**config.mk**
```make
export PLATFORM = sky130hd
export DESIGN_NAME = ecpx_extended_control
export DESIGN_NICKNAME = d
export VERILOG_FILES = /design/src/rtl/ecpx_pkg.sv /design/src/rtl/ecpx_extended_control.sv
export VERILOG_INCLUDE_DIRS = /design/src /design/src/rtl
export SDC_FILE = /design/constraint.sdc
export NUM_CORES = 1
export LEC_CHECK = 0
export BUFFER_PORTS_ARGS = -buffer_cell sky130_fd_sc_hd__buf_2
export CAP_MARGIN = 20
export CORE_MARGIN = 2
export CORE_UTILIZATION = 53
export DETAILED_ROUTE_END_ITERATION = 10
export PLACE_DENSITY = 0.81
export SLEW_MARGIN = 20
export SYNTH_ARGS = -nofsm -noshare
export SYNTH_HDL_FRONTEND = slang
export SYNTH_SLANG_ARGS = --single-unit
```
**constraint.sdc**
```tcl
create_clock -name clock -period 2.1 [get_ports clock]
set_clock_uncertainty 0.2 [all_clocks]
set_input_delay 0.315 -clock clock [delete_from_list [all_inputs] [get_ports clock]]
set_output_delay 0.315 -clock clock [all_outputs]
set_load 0.005 [all_outputs]
```
**src/rtl/ecpx_cfg.svh**
```systemverilog
// offsets, field positions, codes and counts of the extended control logic
`ifndef ECPX_CFG_SVH
`define ECPX_CFG_SVH
`define ECPX_ADR_EXT_CTRL 3'h0
`define ECPX_ADR_DEV_CTRL 3'h1
`define ECPX_ADR_TEST_FIFO 3'h2
`define ECPX_ADR_CFG_A 3'h3
`define ECPX_ADR_CFG_B 3'h4
`define ECPX_ADR_IRQ_STAT 3'h5
`define ECPX_ADR_IRQ_MASK 3'h6
`define ECPX_MODE_HI 7
`define ECPX_MODE_LO 5
`define ECPX_BIT_ERR_MASK 4
`define ECPX_BIT_DMA_EN 3
`define ECPX_BIT_SERVICE 2
`define ECPX_BIT_FULL 1
`define ECPX_BIT_EMPTY 0
`define ECPX_BIT_DIR 5
`define ECPX_MODE_PP_FIFO 3'h2
`define ECPX_MODE_ECP 3'h3
`define ECPX_MODE_TEST 3'h6
`define ECPX_MODE_CONFIG 3'h7
`define ECPX_EXT_RESET 8'h05
`define ECPX_DEV_RESET 8'h00
`define ECPX_CFG_A_RESET 8'h10
`define ECPX_CFG_B_RESET 8'h00
`define ECPX_MASK_RESET 3'h0
`define ECPX_EV_SERVICE 0
`define ECPX_EV_ERROR 1
`define ECPX_EV_TC 2
`define ECPX_SVC_THRESH 8
`endif

```
**src/rtl/ecpx_pkg.sv**
```systemverilog
// types shared by the extended control logic
package ecpx_pkg;
   typedef logic [7:0] ecpx_byte_t;
   typedef logic [2:0] ecpx_event_t;
   typedef enum logic {ECPX_FWD, ECPX_BWD} ecpx_dir_t;
endpackage

```
**src/rtl/ecpx_extended_control.sv**
```systemverilog
// extended control register bank of the parallel port with events and interrupt
//
// Notes on behaviour
// - mode 110 selects FIFO test port
// - test mode issues no peripheral cycles
// - mode 111 exposes both config registers
// - unmasked fault falling edge raises interrupt unless clock frozen
// - unmasking during active fault raises interrupt
// - DMA enable off keeps request tri-stated
// - service event sets service bit, interrupts
// - terminal count is service event with DMA
// - without DMA, free/readable space by direction
// - service bit set suppresses service events
// - full bit reflects FIFO, read only
// - empty bit reflects FIFO, read only
// - frozen clock reads empty as one
// - eight bytes free/readable fires, even pending
// - level events masked while clock frozen
`timescale 1ns/100ps
`include "ecpx_cfg.svh"

module ecpx_extended_control
   import ecpx_pkg::*;
#(
   parameter int FIFO_DEPTH = 16,
   parameter int CNT_W = 5
) (
   input wire logic clock,
   input wire logic rst,
   input wire logic [2:0] regAddr,
   input wire logic [7:0] regWrData,
   input wire logic regWrEn,
   input wire logic regRdEn,
   output logic [7:0] regRdData,
   input wire logic fifoFull,
   input wire logic fifoEmpty,
   input wire logic [CNT_W-1:0] fifoCount,
   input wire logic [7:0] fifoRdData,
   output logic fifoPop,
   output logic fifoPush,
   output logic [7:0] fifoWrData,
   input wire logic faultN,
   input wire logic dmaTermCount,
   input wire logic clockFrozen,
   output logic dmaReq,
   output logic dmaReqOe,
   output logic cycleEnable,
   output logic fifoTestSel,
   output logic configSel,
   output logic [2:0] portMode,
   output logic portDirection,
   output logic irq
);

   // register state
   logic [2:0] mode_ff;
   logic errMask_ff;
   logic dmaEn_ff;
   logic service_ff;
   ecpx_byte_t devCtrl_ff;
   ecpx_byte_t cfgA_ff;
   ecpx_byte_t cfgB_ff;
   ecpx_event_t irqStat_ff;
   ecpx_event_t irqMask_ff;
   ecpx_byte_t rdData_ff;
   logic push_ff;
   ecpx_byte_t pushData_ff;
   logic faultPrev_ff;
   ecpx_dir_t dir;

   // reset image of the extended control register, sliced per field
   localparam ecpx_byte_t EXT_RST = `ECPX_EXT_RESET;

   // address decode, if-chain style through named wires
   logic hitExt, hitDev, hitTest, hitCfgA, hitCfgB, hitStat, hitMask;
   assign hitExt = regAddr == `ECPX_ADR_EXT_CTRL;
   assign hitDev = regAddr == `ECPX_ADR_DEV_CTRL;
   assign hitTest = regAddr == `ECPX_ADR_TEST_FIFO;
   assign hitCfgA = regAddr == `ECPX_ADR_CFG_A;
   assign hitCfgB = regAddr == `ECPX_ADR_CFG_B;
   assign hitStat = regAddr == `ECPX_ADR_IRQ_STAT;
   assign hitMask = regAddr == `ECPX_ADR_IRQ_MASK;

   // mode decode
   logic testMode, cfgMode, autoMode;
   assign testMode = mode_ff == `ECPX_MODE_TEST;
   assign cfgMode = mode_ff == `ECPX_MODE_CONFIG;
   assign autoMode = (mode_ff == `ECPX_MODE_PP_FIFO) || (mode_ff == `ECPX_MODE_ECP);
   assign dir = ecpx_dir_t'(devCtrl_ff[`ECPX_BIT_DIR]);

   // only automatic modes may run peripheral cycles
   assign cycleEnable = autoMode;
   assign fifoTestSel = testMode;
   assign configSel = cfgMode;
   assign portMode = mode_ff;
   assign portDirection = dir == ECPX_BWD;

   // fifo occupancy thresholds
   logic [CNT_W:0] freeCnt;
   logic freeEnough, readEnough;
   assign freeCnt = (CNT_W+1)'(FIFO_DEPTH) - {1'b0, fifoCount};
   assign freeEnough = freeCnt >= (CNT_W+1)'(`ECPX_SVC_THRESH);
   assign readEnough = {1'b0, fifoCount} >= (CNT_W+1)'(`ECPX_SVC_THRESH);

   // write and read strobes per register
   logic wrExt, wrTest, rdTest, rdStat;
   assign wrExt = regWrEn && hitExt;
   assign wrTest = regWrEn && hitTest && testMode;
   assign rdTest = regRdEn && hitTest && testMode;
   assign rdStat = regRdEn && hitStat;

   // service events
   logic tcEvt, fwdEvt, bwdEvt, fifoEvt, svcEvt;
   // terminal count counts only with DMA on
   assign tcEvt = dmaEn_ff && dmaTermCount;
   // level test, so a pending condition fires on clear
   assign fwdEvt = (dir == ECPX_FWD) && freeEnough && (autoMode || testMode);
   assign bwdEvt = (dir == ECPX_BWD) && readEnough
      && (mode_ff == `ECPX_MODE_ECP || testMode);
   assign fifoEvt = !dmaEn_ff && !clockFrozen && (fwdEvt || bwdEvt);
   // service bit set blocks all three
   assign svcEvt = !service_ff && (tcEvt || fifoEvt);

   // error events
   logic faultOn, faultFell, unmaskNow, errEvt;
   assign faultOn = !faultN;
   assign faultFell = faultPrev_ff && !faultN;
   assign unmaskNow = wrExt && errMask_ff && !regWrData[`ECPX_BIT_ERR_MASK];
   // frozen clock hides both the edge and the level event
   assign errEvt = !clockFrozen && ((!errMask_ff && faultFell) || (unmaskNow && faultOn));

   // event vector and sticky status
   ecpx_event_t evVec, nxt_irqStat;
   assign evVec = {tcEvt && !service_ff, errEvt, svcEvt};
   // set beats the clear-on-read in the same cycle
   assign nxt_irqStat = (rdStat ? '0 : irqStat_ff) | evVec;
   assign irq = |(irqStat_ff & irqMask_ff);

   // service bit: hardware set wins over software write
   logic nxt_service;
   assign nxt_service = svcEvt ? 1'b1
      : (wrExt ? regWrData[`ECPX_BIT_SERVICE] : service_ff);

   // request floats while DMA is off
   assign dmaReqOe = dmaEn_ff;
   assign dmaReq = dmaEn_ff && !service_ff && (autoMode || testMode)
      && ((dir == ECPX_FWD) ? !fifoFull : !fifoEmpty);

   // test port pops on host read only
   assign fifoPop = rdTest && !fifoEmpty;
   assign fifoPush = push_ff;
   assign fifoWrData = pushData_ff;

   // read mux, bits above the field read as zero
   ecpx_byte_t extView, nxt_rdData;
   // full is a live view, writes ignored
   // empty is a live view, writes ignored
   // frozen clock forces empty to one
   assign extView = {mode_ff, errMask_ff, dmaEn_ff, service_ff,
      fifoFull, fifoEmpty || clockFrozen};
   // config registers only visible in mode 111
   assign nxt_rdData = hitExt ? extView
      : hitDev ? devCtrl_ff
      : hitTest ? (testMode ? fifoRdData : 8'h00)
      : hitCfgA ? (cfgMode ? cfgA_ff : 8'h00)
      : hitCfgB ? (cfgMode ? cfgB_ff : 8'h00)
      : hitStat ? {5'h00, irqStat_ff}
      : hitMask ? {5'h00, irqMask_ff}
      : 8'h00;
   assign regRdData = rdData_ff;

   // extended control fields; full and empty are never stored
   always_ff @(posedge clock or posedge rst) begin
      if (rst) begin
         mode_ff <= EXT_RST[`ECPX_MODE_HI:`ECPX_MODE_LO];
         errMask_ff <= EXT_RST[`ECPX_BIT_ERR_MASK];
         dmaEn_ff <= EXT_RST[`ECPX_BIT_DMA_EN];
      end else if (wrExt) begin
         mode_ff <= regWrData[`ECPX_MODE_HI:`ECPX_MODE_LO];
         errMask_ff <= regWrData[`ECPX_BIT_ERR_MASK];
         dmaEn_ff <= regWrData[`ECPX_BIT_DMA_EN];
      end
   end

   always_ff @(posedge clock or posedge rst) begin
      if (rst) begin
         service_ff <= EXT_RST[`ECPX_BIT_SERVICE];
      end else begin
         service_ff <= nxt_service;
      end
   end

   // other writable registers
   always_ff @(posedge clock or posedge rst) begin
      if (rst) begin
         devCtrl_ff <= `ECPX_DEV_RESET;
         cfgA_ff <= `ECPX_CFG_A_RESET;
         cfgB_ff <= `ECPX_CFG_B_RESET;
         irqMask_ff <= `ECPX_MASK_RESET;
      end else if (regWrEn) begin
         if (hitDev) begin
            devCtrl_ff <= regWrData;
         end else if (hitCfgA && cfgMode) begin
            cfgA_ff <= regWrData;
         end else if (hitCfgB && cfgMode) begin
            cfgB_ff <= regWrData;
         end else if (hitMask) begin
            irqMask_ff <= regWrData[2:0];
         end
      end
   end

   // sticky status, fault history, read data, test push
   always_ff @(posedge clock or posedge rst) begin
      if (rst) begin
         irqStat_ff <= '0;
         faultPrev_ff <= 1'b1;
         rdData_ff <= 8'h00;
         push_ff <= 1'b0;
         pushData_ff <= 8'h00;
      end else begin
         irqStat_ff <= nxt_irqStat;
         faultPrev_ff <= faultN;
         rdData_ff <= regRdEn ? nxt_rdData : 8'h00;
         push_ff <= wrTest && !fifoFull;
         pushData_ff <= wrTest ? regWrData : pushData_ff;
      end
   end
endmodule

```
## Word level (Yosys, flattened, before mapping)

Index checks and enable logic that the tools add are counted.

- Add/sub/neg operators: 1
- $lt $le $gt $ge: 2
- Eq/ne operators: 10
- Multiplexer cells: 15
- Bitwise gates (word level): 6
- Reduce and logical (&&, ||, !) cells: 50

Operator list:

| cell | number |
|---|---|
| two-way mux 8 bit | 9 |
| logical AND 1 bit | 28 |
| == test 3 bit (second input constant) | 5 |
| == test 3 x 2 -> 1 bit (second input constant) | 4 |
| two-way mux 3 bit | 3 |
| logical NOT 1 bit | 8 |
| logical OR 1 bit | 7 |
| greater-or-equal comparator 6 x 4 -> 1 bit (second input constant) | 1 |
| subtractor 5 x 5 -> 6 bit (first input constant) | 1 |
| greater-or-equal comparator 5 x 4 -> 1 bit (second input constant) | 1 |
| AND reduction 5 bit | 1 |
| inverter 1 bit | 4 |
| AND reduction 4 bit | 1 |
| AND 3 bit | 1 |
| == test 3 x 1 -> 1 bit (second input constant) | 1 |
| logical NOT 3 bit | 1 |
| two-way mux 1 bit | 3 |
| bitwise OR 3 bit | 1 |
| AND reduction 3 bit | 1 |
| OR reduction 3 bit | 1 |
| AND reduction 2 bit | 1 |
| nonzero test 2 bit | 1 |

- Flip-flop bits (word level): 54
- Input bits: 33
- Output and inout bits: 28
- Logic and storage cells: 97

## Longest topological paths before layout

Gate-level depths: netlist of the first run.

- Depth after elaboration: 9
- Depth in mapped cells: 6
- Depth with buffers taken out: 5

## Worst setup path before layout of the first run

OpenSTA, ideal clock, no wires.

- Path kind: register -> register
- Start point: register mode_ff[2], in the netlist portMode[2]
- End point: register pushData_ff[0], in the netlist fifoWrData[0]
- Setup time: 0.125 ns
- Arrival time: 1.535 ns
- Required time: 1.775 ns
- Slack: 0.240 ns
- Stages on the path, launching flop included: 7
- Buffers on the path: 2
- Clock period less this slack: 1.860 ns
- Cells stage by stage: dfrtp_1 and3b_1 clkbuf_2 and2_1 buf_2 nand2_2 mux2_2

- Word-level cells in the longest chain between the ends: 2

Ends and longest elaborated chain:

| item | RTL line | source |
|---|---|---|
| from (decl) | ecpx_extended_control.sv:56 | `logic [2:0] mode_ff;` |
| from (signal assigned) | ecpx_extended_control.sv:175 | `` mode_ff <= EXT_RST[`ECPX_MODE_HI:`ECPX_MODE_LO]; `` |
| from (signal assigned) | ecpx_extended_control.sv:179 | `` mode_ff <= regWrData[`ECPX_MODE_HI:`ECPX_MODE_LO]; `` |
| == test 3 bit (no source line) | n/a |  |
| via fifoTestSel | ecpx_extended_control.sv:48 | `output logic fifoTestSel,` |
| logical AND 1 bit | ecpx_extended_control.sv:108 | `assign wrTest = regWrEn && hitTest && testMode;` |
| to (signal assigned) | ecpx_extended_control.sv:226 | `pushData_ff <= wrTest ? regWrData : pushData_ff;` |
| to (decl) | ecpx_extended_control.sv:67 | `ecpx_byte_t pushData_ff;` |

The timed path passes the listed nets, and every way through them passes these cells.
A chain may end at the register's enable or synchronous reset.

## Worst setup path in the final report of the first run

- Start point: register mode_ff[1], in the netlist portMode[1]
- End point: output dmaReq

- Word-level cells in the longest chain between the ends: 5
- Elaborated cells on any way between the ends: 7
- Those cells by class: eq/ne (3); reduce/logical (4)

Ends and longest elaborated chain:

| item | RTL line | source |
|---|---|---|
| == test 3 x 2 -> 1 bit (no source line) | n/a |  |
| logical OR 1 bit | ecpx_extended_control.sv:88 | `` assign autoMode = (mode_ff == `ECPX_MODE_PP_FIFO) \|\| (mode_ff == `ECPX_MODE_ECP); `` |
| logical OR 1 bit (*) | ecpx_extended_control.sv:146 | `assign dmaReq = dmaEn_ff && !service_ff && (autoMode \|\| testMode)` |
| logical AND 1 bit (*) | ecpx_extended_control.sv:146 |  |
| logical AND 1 bit (*) | ecpx_extended_control.sv:147 | `&& ((dir == ECPX_FWD) ? !fifoFull : !fifoEmpty);` |
| to (decl) | ecpx_extended_control.sv:45 | `output logic dmaReq,` |

Every way passes the cells marked *; elsewhere a longest branch is shown, timed or not.

==> impl_metrics.tcl, run 1 <==
set metrics [dict create \
    synth_edf_count 0 \
    antennaDiodeCount 0 \
    power_density_nw_per_um2 839.5 \
    drc 0 \
    r2r_start "portMode[0]" \
    cts.clk_slew.worst_paths_ns 0.09 \
    design_area_um2 3114 \
    drt-initial-drc-count 177 \
    core_area_um2 4661 \
    syn-cell-area_um2 2540 \
    grt_max_degree 36 \
    synth_ff_type "dfrtp_1" \
    cp_top_family "flip-flops" \
    ios 61 \
    io_buffers 60 \
    drv_cap 0 \
    overflow 0 \
    synthTopCellsByArea "dfrtp_1 50%, mux2_2 18%, dfstp_2 3.1%" \
    slew_violations 0 \
    track_usage 0.2380 \
    hp-start "clockFrozen" \
    worst_pin_slew_ns 0.4371 \
    cp_max_fo 7 \
    wl_um 5858 \
    synthCells 213 \
    setup_viol 0 \
    finalCritPeriodShare 0.9546 \
    clkSinkCount 54 \
    fp-row-count 25 \
    tritoncts "done" \
    drive_gt1_frac 0.4618 \
    finalNetCount 320 \
    cp_slowest_cell "dfrtp_1" \
    initial_core_util 0.5450 \
    critPathBufInv 2 \
    clk_latency_ns 0.30 \
    power_mw 2.614 \
    drtAntennaViolNets 0 \
    max_freq_ghz 0.4988 \
    die_height_um 73.23 \
    clk_path_buf_depth 2 \
    finalHoldViolCount 0 \
    run_status "completed" \
    rsz0062_at_grt "no" \
    cts_inserted_buffers 5 \
    path_class "reg -> out" \
    wire_per_inst_um 17.13 \
    crit_required_ns 1.58 \
    avgSynthCellArea_um2 11.92 \
    synth_top_area_share 0.5025 \
    ir_drop_mv 0.6084 \
    async_flop_share 1.000 \
    ys_types 44 \
    timing.hold.ws_ns 0.02848 \
    max_stage_delay_ns 0.45 \
    critPathArrivalTime_ns 1.49 \
    vias_per_cell 5.757 \
    syn_to_final_growth_pct 22.61 \
    synth-seq-cells 54 \
    startpoint "portMode[1]" \
    path_cells "and3b_1 -> buf_4 -> o221a_2 -> buf_2" \
    place.gp.congestion 0.9167 \
    relSlewSlack 0.7082 \
    cp-start-kind "flip-flop" \
    syn-num-nets 246 \
    grt_pass1_vias 1929 \
    finish.utilization 0.6682 \
    yosysWarnings 0 \
    yosys-top-cells-count "51 x dfrtp_1, 40 x mux2_2, 21 x nand2_1, 13 x o21ai_0" \
    drtPass1Iterations 4 \
    post-route-min-period_ns 2.005 \
    antenna_found_initial 0 \
    die_w_um 73.23 \
    end_kind "primary output" \
    synth_top_area_cell "dfrtp_1" \
    grt_pass1_wl_um 9411 \
    via_count 1969 \
    die_area_um2 5362 \
    yosysSeqAreaShare 0.5335 \
    fin_tns_setup_ns 0 \
    p_leak_nw 1.530 \
    cts_max_level 2 \
    placedInstanceArea_um2 2954 \
    yosys.cell_count.top_type "dfrtp_1" \
    detailed_place_hpwl_um 4266 \
    cts_root_buf "clkbuf_8" \
    hp-class "in -> reg" \
]
[path summary, 6_finish.rpt]
path	end	slack [ns]	cells after the start
worst max-delay path	dmaReq	0.1	4
worst min-delay path	irqStat_ff[1]	0.03	2
worst max register to register	cfgA_ff[3]	0.21	5
worst min register to register	fifoWrData[1]	0.31	1
max in group asynchronous	service_ff	0.76	4
min in group asynchronous	fifoWrData[4]	0.36	3
[flip-flops by register name, indices dropped and copies added, names as in the netlist, 3 cells and up]
signal,cells
cfgA_ff,8
cfgB_ff,8
devCtrl_ff,8
fifoWrData,8
regRdData,8
irqMask_ff,3
irqStat_ff,3
portMode,3
[report_power, final]
group	switching, mW	internal [mW]	leakage, nW
Combinational	0.245	0.310	0.786
Sequential	0.147	1.24	0.691
Clock	0.312	0.357	0.0524
[cells in the final DEF, fill, tap and decap left out, types with 2 or more instances in the layout]
master,n
a22oi_1,5
nor3_2,2
nand3_1,2
nor2b_1,4
buf_2,60
dfrtp_1,50
buf_4,11
nand2b_1,6
o21ai_0,13
o31ai_1,2
mux2_2,40
o211ai_1,2
nor2_1,4
a31oi_1,5
a31o_2,2
inv_1,4
nand2_1,21
dfstp_2,3
nand3b_1,3
a21oi_1,6
a221oi_1,3
clkbuf_1,2
dlygate4sd3_1,3
mux2i_1,4
and3b_1,2
clkbuf_8,5
[per-stage QoR]
step / instances / worst slack [ns]
3_3_place_gp: 328 / 0.1864
5_1_grt: 342 / 0.02039
3_5_place_dp: 328 / 0.1487
2_1_floorplan: 213 / 0.2402
6_report: 342 / 0.09532
4_1_cts: 339 / 0.04314
[layer usage]
metal  wire length (um)  track usage
met1               2474       0.3300
met2               2901       0.3874
met3                441      0.04420
met4                 41      0.05967
met5                  0            0
[cells by family (layout without fill, tap and decap cells)]
| logic type | Yosys count | in the layout | share of synthesized area |
|---|---|---|---|
| AND/OR/NAND/NOR | 57 | 57 | 0.1355 |
| flip-flops | 54 | 54 | 0.5335 |
| AO/OA/AOI/OAI | 44 | 44 | 0.1138 |
| multiplexers | 44 | 44 | 0.1931 |
| buffers and inverters | 13 | 88 | 0.02069 |
| XOR/XNOR | 1 | 1 | 0.003449 |
[timing repair]
action / in CTS / in global routing
hold buffers: 3 / 0
hold endpoints to repair: 20 / 0
resized for setup: 0 / 1
buffers inserted: 0 / 3
setup endpoints to repair: 0 / 2
[cell type report]
class                           count  area (um2)
Clock buffer                        7       76.32
Clock inverter                      1       30.03
Fill cell                         360        1546
Inverter                            5       18.77
Multi-Input combinational cell    146        1132
Sequential cell                    54        1356
Tap cell                           54       67.56
Timing Repair Buffer               75       432.9
(Power assumes the default switching activity.)
==> run 2, diff against run 1 <==
--- a/config.mk
+++ b/config.mk
@@ -8,10 +8,12 @@
 export LEC_CHECK = 0
 export BUFFER_PORTS_ARGS = -buffer_cell sky130_fd_sc_hd__buf_2
 export CAP_MARGIN = 20
+export CELL_PAD_IN_SITES_DETAIL_PLACEMENT = 1
+export CELL_PAD_IN_SITES_GLOBAL_PLACEMENT = 1
 export CORE_MARGIN = 2
-export CORE_UTILIZATION = 53
+export CORE_UTILIZATION = 42
 export DETAILED_ROUTE_END_ITERATION = 10
-export PLACE_DENSITY = 0.81
+export PLACE_DENSITY = 0.82
 export SLEW_MARGIN = 20
 export SYNTH_ARGS = -nofsm -noshare
 export SYNTH_HDL_FRONTEND = slang
==> impl_metrics.tcl, run 2 (synthesis gave the netlist of run 1 again) <==
set metrics [dict create \
    run_status "completed" \
    initial_core_util 0.4315 \
    cp_slowest_cell "dlygate4sd3_1" \
    post-route-min-period_ns 1.933 \
    ir_drop_mv 0.3661 \
    cp-start-kind "input port" \
    power_mw 2.543 \
    grt_pass1_vias 2106 \
    worst_pin_slew_ns 0.5772 \
    die_height_um 81.77 \
    cp.depth 5 \
    fin_tns_setup_ns 0 \
    tritoncts "done" \
    min_path_cells 2 \
    overflow 0 \
    wire_per_inst_um 19.14 \
    cts_root_buf "clkbuf_8" \
    cts_inserted_buffers 5 \
    cp_max_fo 2 \
    drtPass1Iterations 4 \
    drv_cap 0 \
    setup_viol 0 \
    fp-row-count 28 \
    antenna_found_initial 0 \
    drtAntennaViolNets 0 \
    track_usage 0.2236 \
    p_sw_mw 0.7524 \
    slew_violations 0 \
    syn_to_final_growth_pct 22.71 \
    crit_top_cell "buf_2" \
    clkSinkCount 54 \
    critPathArrivalTime_ns 1.42 \
    hp-start "clockFrozen" \
    wl_um 6949 \
    r2r_start "portMode[1]" \
    grt_max_degree 35 \
    max_freq_ghz 0.5172 \
    relSlewSlack 0.6138 \
    rsz0062_at_grt "no" \
    pwr-share-clk 0.225 \
    place.gp.congestion 0.8768 \
    finalNetCount 320 \
    combPwrFrac 0.229 \
    end_kind "primary output" \
    die_area_um2 6686 \
    cts.clk_slew.worst_paths_ns 0.09 \
    hp-class "in -> reg" \
    r2r_cells 5 \
    path_cells "dlygate4sd3_1 -> buf_2 -> inv_1 -> o221a_2 -> buf_2" \
    p_leak_nw 1.517 \
    clk_latency_ns 0.31 \
    fin_ws_ns 0.1667 \
    via_count 2021 \
    detailed_place_hpwl_um 5203 \
    power.internal_mw 1.790 \
    clk_path_buf_depth 2 \
    finalHoldViolCount 0 \
    power_density_nw_per_um2 815.9 \
    critPathBufInv 4 \
    grt_pass1_wl_um 11050 \
    die_w_um 81.77 \
    drive_gt1_frac 0.4583 \
    vias_per_cell 5.567 \
    path_class "in -> out" \
    startpoint "fifoFull" \
    sequentialPowerShare 0.546 \
    finalCritPeriodShare 0.9206 \
    antennaDiodeCount 0 \
    switching_share 0.2959 \
    place_ws_ns 0.1143 \
    ios 61 \
    drt-initial-drc-count 95 \
    cp_top_family "buffers and inverters" \
    layout_common_cells "60 x buf_2, 51 x dfrtp_1, 40 x mux2_2" \
    final_common_cell "buf_2" \
    cts_max_level 2 \
    drc 0 \
    crit_required_ns 1.58 \
    max_stage_delay_ns 0.52 \
    io_buffers 60 \
    core_area_um2 5886 \
]
[run 2: changes by cell type in the layout (fill, tap and decap cells not counted), sizes merged]
cell,change
bufinv,-1
clkinvlp,+1
[run 2: final timing paths]
check | end | slack, ns
max | dmaReq | 0.17
min | irqStat_ff[1] | 0.03
max reg2reg | irqStat_ff[0] | 0.27
min reg2reg | fifoWrData[6] | 0.31
max in group asynchronous | cfgA_ff[4] | 0.71
min in group asynchronous | regRdData[1] | 0.38
[run 2: repair_timing]
action / in CTS / in global routing
resized for setup: 0 / 0
buffers inserted: 0 / 0
hold endpoints to repair: 20 / 0
hold buffers: 3 / 0
[run 2: routing by layer]
metal / GRT usage / share of wire / routed length, um
met5: 0 / 0 / 0
met4: 0.04833 / 0.0086 / 60
met3: 0.04176 / 0.051 / 354
met2: 0.3911 / 0.52 / 3634
met1: 0.2887 / 0.42 / 2899
[run 2: stage by stage]
| stage | utilization | instance area (um2) | hold slack (ns) | std cells |
|---|---|---|---|---|
| final | 0.5295 | 3117 | 0.02803 | 363 |
| after global routing | 0.5295 | 3117 | 0.03677 | 363 |
| after CTS | 0.5295 | 3117 | 0.02111 | 363 |
| after detailed placement | 0.5102 | 3003 | 0.1760 | 352 |
| after global placement | 0.5102 | 3003 | 0.1534 | 352 |
| after floorplan | - | 2540 | 0.1195 | 213 |
[run 2: power by group through the flow]
| stage | logic [mW] | registers [mW] | clock network, mW |
|---|---|---|---|
| 2_1_floorplan | 0.322 | 1.37 | 0 |
| 3_3_place_gp | 0.559 | 1.40 | 0 |
| 3_5_place_dp | 0.585 | 1.41 | 0 |
| 4_1_cts | 0.592 | 1.39 | 0.588 |
| 5_1_grt | 0.648 | 1.41 | 0.629 |
| 6_report | 0.583 | 1.39 | 0.571 |
[run 2: area by class of cell]
class / instances / area [um2]
clock buffer: 7 / 76.32
clock inverter: 1 / 7.507
fill: 685 / 2769
inverter: 5 / 18.77
multi-input combinational: 146 / 1132
sequential: 54 / 1355
tap: 75 / 93.84
timing repair buffer: 75 / 432.9
